--- config.mk ---
export PLATFORM = sky130hd
export DESIGN_NAME = core_message_mailboxes
export DESIGN_NICKNAME = d
export VERILOG_FILES = /design/src/common/mbox_pkg.sv /design/src/logic/core_message_mailboxes.sv
export SDC_FILE = /design/constraint.sdc
export NUM_CORES = 1
export LEC_CHECK = 0
export BUFFER_PORTS_ARGS = -buffer_cell sky130_fd_sc_hd__clkbuf_2
export CORE_UTILIZATION = 30
export CTS_CLUSTER_DIAMETER = 120
export DETAILED_ROUTE_END_ITERATION = 6
export PLACE_DENSITY = 0.57
export REMOVE_ABC_BUFFERS = 1
export SKIP_LAST_GASP = 1
export SLEW_MARGIN = 0
export SYNTH_ARGS = -nofsm -noshare
export SYNTH_HDL_FRONTEND = slang
export SYNTH_SLANG_ARGS = --single-unit
--- constraint.sdc ---
create_clock -name clk_sys -period 3.72 [get_ports clk_sys]
set_clock_uncertainty 0.05 [all_clocks]
set_input_delay 0 -clock clk_sys [delete_from_list [all_inputs] [get_ports clk_sys]]
set_output_delay 0 -clock clk_sys [all_outputs]
set_load 0.02 [all_outputs]
--- src/common/mbox_pkg.sv ---
// Constants and types shared by the mailbox unit
`default_nettype none

package mbox_pkg;

	// Message word and queue shapes
	localparam int MSG_W      = 32;
	localparam int IN_DEPTH   = 4;
	localparam int OUT_DEPTH  = 1;
	localparam int OUTI_DEPTH = 1;
	localparam int RSP_DEPTH  = 8;

	// Longest channel answer for a non-blocking access, in cycles
	localparam int NB_LAT_MAX = 6;

	// Counter values after reset
	localparam int RST_IN_VALID  = 0;
	localparam int RST_OUT_EMPTY = 1;

	// External register indices (one word each)
	localparam int EXT_AW = 3;
	localparam logic [EXT_AW-1:0] EXT_IN_DATA   = 3'h0;
	localparam logic [EXT_AW-1:0] EXT_IN_STAT   = 3'h1;
	localparam logic [EXT_AW-1:0] EXT_OUT_DATA  = 3'h2;
	localparam logic [EXT_AW-1:0] EXT_OUT_STAT  = 3'h3;
	localparam logic [EXT_AW-1:0] EXT_OUTI_DATA = 3'h4;
	localparam logic [EXT_AW-1:0] EXT_OUTI_STAT = 3'h5;

	// Local core channel selections
	typedef enum logic [2:0] {
		CH_RD_IN,
		CH_WR_OUT,
		CH_WR_OUTI,
		CH_STAT_IN,
		CH_STAT_OUT,
		CH_STAT_OUTI
	} ch_sel_t;

endpackage

`default_nettype wire

--- src/logic/core_message_mailboxes.sv ---
// Mailbox unit of one engine's memory flow controller, with its queue
//
// Notes on behaviour
// - each entry holds one separate 32-bit word
// - inbound four deep, two outbound one deep
// - core uses channels, others use register port
// - non-blocking core access answers within six cycles
// - interrupting queue interrupts; three availability events
// - reading a message removes its entry
// - inbound counter counts valid entries
// - outbound counters count empty entries
// - every queue returns oldest message first
// - external write to full inbound overwrites newest
// - core write to full outbound stalls
// - core read of empty inbound stalls
// - external empty read: invalid word, no change
// - counters readable apart from message data
// - engine DMA accesses treated like processor's
// - external inbound write or outbound read signals core
`timescale 1ns/1ns
`default_nettype none

////////////////////////////////////////////////////////////////////////
// Generic queue with an optional overwrite-newest mode

module msg_fifo #(
	parameter int WIDTH = mbox_pkg::MSG_W,
	parameter int DEPTH = mbox_pkg::RSP_DEPTH,
	localparam int CW = $clog2(DEPTH + 1),
	localparam int PW = (DEPTH > 1) ? $clog2(DEPTH) : 1
) (
	input  wire logic             clk_sys,
	input  wire logic             srst,
	input  wire logic             in_valid,
	output logic                  in_ready,
	input  wire logic [WIDTH-1:0] in_data,
	input  wire logic             overwrite,
	output logic                  out_valid,
	input  wire logic             out_ready,
	output logic [WIDTH-1:0]      out_data,
	output logic [CW-1:0]         count
);

	if (DEPTH < 1 || WIDTH < 1) begin : g_chk
		$error("msg_fifo needs DEPTH and WIDTH of at least one");
	end

	typedef struct packed {
		logic [DEPTH-1:0][WIDTH-1:0] mem;
		logic [PW-1:0]               rp;
		logic [PW-1:0]               wp;
		logic [CW-1:0]               cnt;
	} fifo_st_t;

	fifo_st_t r;
	fifo_st_t nxt;
	logic     full;
	logic     do_rd;
	logic     do_wr;
	logic     ovr;

	// Pointer steps with wrap at the depth
	function automatic logic [PW-1:0] step(input logic [PW-1:0] p);
		step = (p == PW'(DEPTH - 1)) ? '0 : p + 1'b1;
	endfunction

	function automatic logic [PW-1:0] back(input logic [PW-1:0] p);
		back = (p == '0) ? PW'(DEPTH - 1) : p - 1'b1;
	endfunction

	// Handshake faces straight from the state
	assign full      = (r.cnt == CW'(DEPTH));
	assign in_ready  = !full || overwrite;
	assign out_valid = (r.cnt != '0);
	assign out_data  = r.mem[r.rp];
	assign count     = r.cnt;

	// Oldest word leaves first, one word per entry
	always_comb begin
		nxt   = r;
		do_rd = out_valid && out_ready;
		do_wr = in_valid && in_ready;
		ovr   = do_wr && full && !do_rd;
		if (do_wr) begin
			if (ovr) begin
				nxt.mem[back(r.wp)] = in_data;
			end else begin
				nxt.mem[r.wp] = in_data;
				nxt.wp        = step(r.wp);
			end
		end
		if (do_rd) begin
			nxt.rp = step(r.rp);
		end
		case ({do_wr && !ovr, do_rd})
			2'b10:   nxt.cnt = r.cnt + 1'b1;
			2'b01:   nxt.cnt = r.cnt - 1'b1;
			default: nxt.cnt = r.cnt;
		endcase
	end

	// Reset empties the queue
	always_ff @(posedge clk_sys) begin
		if (srst) begin
			r <= '0;
		end else begin
			r <= nxt;
		end
	end

endmodule

////////////////////////////////////////////////////////////////////////
// Mailbox unit: channel side for the local core, register side for
// the control processor and other engines. Both sides are same-clock
// logic, so no input synchronisers are needed.

module core_message_mailboxes #(
	parameter int IN_DEPTH   = mbox_pkg::IN_DEPTH,
	parameter int OUT_DEPTH  = mbox_pkg::OUT_DEPTH,
	parameter int OUTI_DEPTH = mbox_pkg::OUTI_DEPTH,
	parameter int RSP_DEPTH  = mbox_pkg::RSP_DEPTH
) (
	input  wire logic                             clk_sys,
	input  wire logic                             srst,
	input  wire logic                             ch_valid,
	output logic                                  ch_ready,
	input  wire mbox_pkg::ch_sel_t                ch_sel,
	input  wire logic [mbox_pkg::MSG_W-1:0]       ch_wdata,
	output logic                                  ch_rsp_valid,
	input  wire logic                             ch_rsp_ready,
	output logic [mbox_pkg::MSG_W-1:0]            ch_rsp_data,
	input  wire logic                             ext_valid,
	input  wire logic                             ext_write,
	input  wire logic [mbox_pkg::EXT_AW-1:0]      ext_addr,
	input  wire logic [mbox_pkg::MSG_W-1:0]       ext_wdata,
	output logic                                  ext_rsp_valid,
	output logic [mbox_pkg::MSG_W-1:0]            ext_rsp_data,
	output logic                                  ext_rsp_ok,
	output logic                                  evt_in_written,
	output logic                                  evt_out_read,
	output logic                                  evt_out_intr_read,
	output logic                                  ctrl_irq
);

	localparam int W     = mbox_pkg::MSG_W;
	localparam int ICW   = $clog2(IN_DEPTH + 1);
	localparam int OCW   = $clog2(OUT_DEPTH + 1);
	localparam int QCW   = $clog2(OUTI_DEPTH + 1);
	localparam int LAT   = mbox_pkg::NB_LAT_MAX;

	if (IN_DEPTH < 1 || OUT_DEPTH < 1 || OUTI_DEPTH < 1 ||
			RSP_DEPTH < 2 || IN_DEPTH > 255 || OUT_DEPTH > 255 ||
			OUTI_DEPTH > 255) begin : g_chk
		$error("mailbox depths out of range");
	end

	// Registered answers and events toward both sides
	typedef struct packed {
		logic [W-1:0] rdata;
		logic         rvalid;
		logic         rok;
		logic         ev_in;
		logic         ev_out;
		logic         ev_outi;
	} mb_st_t;

	mb_st_t           r;
	mb_st_t           nxt;

	logic             in_vld;
	logic [W-1:0]     in_dout;
	logic [ICW-1:0]   in_cnt;
	logic             in_pop;
	logic             ext_in_wr;
	logic             out_rdy;
	logic             out_vld;
	logic [W-1:0]     out_dout;
	logic [OCW-1:0]   out_cnt;
	logic             out_push;
	logic             out_pop;
	logic             outi_rdy;
	logic             outi_vld;
	logic [W-1:0]     outi_dout;
	logic [QCW-1:0]   outi_cnt;
	logic             outi_push;
	logic             outi_pop;
	logic             rsp_rdy;
	logic             rsp_push;
	logic [W-1:0]     rsp_word;
	logic             ext_rd;

	// Counter value as a message-width word
	function automatic logic [W-1:0] as_word(input logic [7:0] v);
		as_word = W'(v);
	endfunction

	// Free entries of an outbound queue
	function automatic logic [W-1:0] free_word(input int depth,
			input logic [7:0] used);
		free_word = as_word(8'(depth) - used);
	endfunction

	////////////////////////////////////////////////////////////////
	// Queues

	// Inbound: external writes never wait, full overwrites newest
	msg_fifo #(.WIDTH(W), .DEPTH(IN_DEPTH)) u_in_q (
		.clk_sys   (clk_sys),
		.srst      (srst),
		.in_valid  (ext_in_wr),
		.in_ready  (),
		.in_data   (ext_wdata),
		.overwrite (1'b1),
		.out_valid (in_vld),
		.out_ready (in_pop),
		.out_data  (in_dout),
		.count     (in_cnt)
	);

	// Outbound message queue
	msg_fifo #(.WIDTH(W), .DEPTH(OUT_DEPTH)) u_out_q (
		.clk_sys   (clk_sys),
		.srst      (srst),
		.in_valid  (out_push),
		.in_ready  (out_rdy),
		.in_data   (ch_wdata),
		.overwrite (1'b0),
		.out_valid (out_vld),
		.out_ready (out_pop),
		.out_data  (out_dout),
		.count     (out_cnt)
	);

	// Outbound queue that interrupts the control processor
	msg_fifo #(.WIDTH(W), .DEPTH(OUTI_DEPTH)) u_outi_q (
		.clk_sys   (clk_sys),
		.srst      (srst),
		.in_valid  (outi_push),
		.in_ready  (outi_rdy),
		.in_data   (ch_wdata),
		.overwrite (1'b0),
		.out_valid (outi_vld),
		.out_ready (outi_pop),
		.out_data  (outi_dout),
		.count     (outi_cnt)
	);

	// Channel answers; a slow core fills it and then stalls the channel's answering requests, but not its writes
	msg_fifo #(.WIDTH(W), .DEPTH(RSP_DEPTH)) u_rsp_q (
		.clk_sys   (clk_sys),
		.srst      (srst),
		.in_valid  (rsp_push),
		.in_ready  (rsp_rdy),
		.in_data   (rsp_word),
		.overwrite (1'b0),
		.out_valid (ch_rsp_valid),
		.out_ready (ch_rsp_ready),
		.out_data  (ch_rsp_data),
		.count     ()
	);

	////////////////////////////////////////////////////////////////
	// Local core channel decode; ready low is the blocking stall

	always_comb begin
		ch_ready  = 1'b0;
		rsp_push  = 1'b0;
		rsp_word  = '0;
		in_pop    = 1'b0;
		out_push  = 1'b0;
		outi_push = 1'b0;
		case (ch_sel)
			mbox_pkg::CH_RD_IN: begin
				ch_ready = in_vld && rsp_rdy;
				in_pop   = ch_valid && ch_ready;
				rsp_push = in_pop;
				rsp_word = in_dout;
			end
			mbox_pkg::CH_WR_OUT: begin
				ch_ready = out_rdy;
				out_push = ch_valid && out_rdy;
			end
			mbox_pkg::CH_WR_OUTI: begin
				ch_ready  = outi_rdy;
				outi_push = ch_valid && outi_rdy;
			end
			mbox_pkg::CH_STAT_IN: begin
				ch_ready = rsp_rdy;
				rsp_push = ch_valid;
				rsp_word = as_word(8'(in_cnt));
			end
			mbox_pkg::CH_STAT_OUT: begin
				ch_ready = rsp_rdy;
				rsp_push = ch_valid;
				rsp_word = free_word(OUT_DEPTH, 8'(out_cnt));
			end
			mbox_pkg::CH_STAT_OUTI: begin
				ch_ready = rsp_rdy;
				rsp_push = ch_valid;
				rsp_word = free_word(OUTI_DEPTH, 8'(outi_cnt));
			end
			default: begin
				// Unused channel answers zero rather than hang the core
				ch_ready = rsp_rdy;
				rsp_push = ch_valid;
			end
		endcase
	end

	////////////////////////////////////////////////////////////////
	// External register side; DMA from other engines arrives here too

	assign ext_rd    = ext_valid && !ext_write;
	assign ext_in_wr = ext_valid && ext_write &&
		(ext_addr == mbox_pkg::EXT_IN_DATA);
	// Empty queue is left untouched on a read
	assign out_pop   = ext_rd && out_vld &&
		(ext_addr == mbox_pkg::EXT_OUT_DATA);
	assign outi_pop  = ext_rd && outi_vld &&
		(ext_addr == mbox_pkg::EXT_OUTI_DATA);

	// Answers and events one cycle after the access
	always_comb begin
		nxt         = r;
		nxt.rvalid  = ext_rd;
		nxt.rok     = 1'b1;
		nxt.rdata   = '0;
		nxt.ev_in   = ext_in_wr;
		nxt.ev_out  = out_pop;
		nxt.ev_outi = outi_pop;
		if (ext_rd) begin
			case (ext_addr)
				mbox_pkg::EXT_IN_STAT: begin
					nxt.rdata = as_word(8'(in_cnt));
				end
				mbox_pkg::EXT_OUT_DATA: begin
					nxt.rdata = out_dout;
					nxt.rok   = out_vld;
				end
				mbox_pkg::EXT_OUT_STAT: begin
					nxt.rdata = free_word(OUT_DEPTH, 8'(out_cnt));
				end
				mbox_pkg::EXT_OUTI_DATA: begin
					nxt.rdata = outi_dout;
					nxt.rok   = outi_vld;
				end
				mbox_pkg::EXT_OUTI_STAT: begin
					nxt.rdata = free_word(OUTI_DEPTH, 8'(outi_cnt));
				end
				default: begin
					nxt.rdata = '0;
				end
			endcase
		end
	end

	always_ff @(posedge clk_sys) begin
		if (srst) begin
			r <= '0;
		end else begin
			r <= nxt;
		end
	end

	assign ext_rsp_valid     = r.rvalid;
	assign ext_rsp_data      = r.rdata;
	assign ext_rsp_ok        = r.rok;
	assign evt_in_written    = r.ev_in;
	assign evt_out_read      = r.ev_out;
	assign evt_out_intr_read = r.ev_outi;
	// Held while an unread message waits
	assign ctrl_irq          = outi_vld;
endmodule

`default_nettype wire

==> run metrics <==
routed vias/inst 5.22; core area around 0.075 sq mm; drt drc 0; Worst-Margin Slew ~1.2 ns; Final setup violation count 0; Nets 2588; wire length per cell roughly 19 um; IO buf count 147; Post-Place Worst Slack ~0.82 ns; Cells after Synth ~2400; Tot Pwr about 12 mW; Iter 0 DRT Violations roughly 1500; clk buf depth 3; CP Capture Type register; fill count about 7500; Die Wd between 200 and 300 um; # Post-CTS Setup Buffers 0; placed standard-cell area roughly 0.024 sq mm; die height between 200 and 300 um; crit path time final 3.30 ns; Max Clock Freq 0.303 GHz; Max Slew Vio Count 0; P&R area growth vs syn 17.0%; Int Power between 9 and 10 mW; row count 100; Worst-Skew Late Latency between 0.6 and 0.7 ns; combinational cell fraction of total power 0.094; Hold WC Path Type input port to register; MaxCap Viol Count 0; Mapped Area about 0.023 sq mm; clock sinks a little over 500; top cell type's share of synthesized area 0.444; outcome finished, final reports clean; clock buffer count from CTS 53; P_sw about 3.1 mW; final core occ 0.356; Synth area leaders dfxtp_1 (44%), mux4_2 (9.5%), a21oi_1 (7.1%), mux2i_1 (6.1%), o21ai_0 (5.8%); data arrival time of the critical path between 3 and 4 ns; post-cts gate resize count 0; H-tree depth 2; Crit Path Max Fanout 256; vias in the first global route 17800; Finished Layout Cells about 3500; RSZ-0062 raised after global routing false; DRT Pass-1 Iters 5; first-pass GRT wire length 105000 um; synth warn 0; Top Ports between 100 and 150; Seq cells post-synth around 500; Setup CP Type register to register; Root Buffer clkbuf_16; Top FF cell, synth dfxtp_1; Post-CTS Hold Buffers between 80 and 90; Slew HR 0.232; biggest area consumer among synthesized cells dfxtp_1; Fin. Hold Viols 0; antenna violations before repair 5; crit start category register; ratio of final minimum period to clock period 0.887; critical path required time approximately 4.2 ns; largest net degree at the start of global routing ~260; grt ovf 0; library cells used by synthesis 51; VDD IR max about 0.36 mV; asr flop ratio synth 0; final WL ~67000 um; power share of the sequential group 0.459; Clk pwr share 0.448; LEAKAGE 9.38 nW; Post-synth EDFFs 0; Sw Share 0.259; global-route usage over all layers 0.169; Mean Syn Cell Area 9.31 sq um; PnR worst setup slack about 0.42 ns; Synth top cells by count dfxtp_1 (504), a21oi_1 (323), o21ai_0 (262); via count of the routed design 18300; CTS tree done; die footprint around 0.077 sq mm; Post-DRT Antenna Nets 0; clock-pin slew on the worst setup and hold paths ~0.060 ns; GP Congestion 0.751; Seq/Total Area, Yosys 0.444; Inst Count DP approximately 3300; HPWL Detailed ~37000 um; Initial Util 0.304; PwrDens ~460 mW/mm^2; most frequent cell after synthesis dfxtp_1; Finished Cell Area roughly 0.027 sq mm; share of cells above drive strength 1 0.170
-- registers in the layout (all words and copies together), names as in the netlist --
name,count
u_out_q.count,1
evt_out_intr_read,1
evt_out_read,1
u_out_q.r,32
ext_rsp_valid,1
u_rsp_q.count,4
evt_in_written,1
u_rsp_q.r,262
u_in_q.r,132
u_outi_q.r,32
u_in_q.count,3
ext_rsp_data,32
u_outi_q.count,1
ext_rsp_ok,1
-- worst paths after layout --
kind | slack [ns] | startpoint | cells past startpoint | end
setup reg to reg | 0.42 | u_in_q.count[2] | 7 | u_rsp_q.count[0]
setup / recovery | 0.42 | u_in_q.count[2] | 7 | u_rsp_q.count[0]
hold reg to reg | 0.40 | u_out_q.r[13] | 2 | u_out_q.r[13]
hold / removal | 0.05 | ch_sel[1] | 4 | u_outi_q.count
-- cells by family (layout without fill, tap and decap cells) --
family / count (synthesis) / count (layout) / share of synthesized area
simple gates: 720 / 720 / 0.165
compound gates: 644 / 644 / 0.149
other cells: 0 / 1 / 0
mux: 274 / 274 / 0.177
buf+inv: 284 / 379 / 0.0553
fa+ha+maj: 15 / 15 / 0.00891
xor+xnor: 1 / 1 / 0.000385
flops: 504 / 504 / 0.444
-- metal layers --
metal / GRT usage / share of wire / vias up
met5: 0 / 0 / -
met4: 0.0598 / 0.030 / 0
met3: 0.0221 / 0.047 / 128
met2: 0.279 / 0.48 / 490
met1: 0.227 / 0.44 / 8957
li1: - / - / 8748
-- layout by cell type (no fill, tap or decap), types with 36 or more instances in the layout --
cell             n
dfxtp_1        499
a21oi_1        323
o21ai_0        262
nand3_1        240
nand2b_1       175
clkbuf_2       146
nand2_1        145
mux2i_1        138
mux4_2          96
dlygate4sd3_1   82
clkbuf_16       55
nor2_1          50
buf_4           36
-- worst max-delay path, cell delays in order, from the launching register on --
cell and delay [ns]:
dfxtp_1 0.35, or3_1 0.47, a211oi_4 0.33, buf_12 0.61, o22ai_1 0.20, dlygate4sd3_1 0.61
nand2_1 0.06, dlygate4sd3_1 0.54
-- layout make-up --
class	instances	area, sq um	area share
antenna	1	2.50	0.0000941
clock buffer	78	1580	0.0595
clock inverter	17	206	0.00776
inverter	11	41.3	0.00155
multi-input combinational	1654	11500	0.431
sequential	504	10100	0.380
tap	969	1210	0.0456
timing repair buffer	273	2000	0.0751
-- power groups by stage --
| stage | clock network (mW) | registers, mW | logic (mW) |
|---|---|---|---|
| 2_1_floorplan | 0 | 5.70 | 0.542 |
| 3_3_place_gp | 0 | 5.70 | 1.07 |
| 3_5_place_dp | 0 | 5.70 | 1.07 |
| 4_1_cts | 5.56 | 5.58 | 1.14 |
| 5_1_grt | 5.79 | 5.59 | 1.23 |
| 6_report | 5.44 | 5.58 | 1.14 |
-- metrics by stage --
stage | setup TNS [ns] | hold WS (ns)
finish | 0 | 0.0535
global route | 0 | 0.113
CTS | 0 | 0.0274
detailed placement | 0 | 0.196
global placement | 0 | 0.191
floorplan | -933.46 | 0.0191
(Power assumes the default switching activity.)
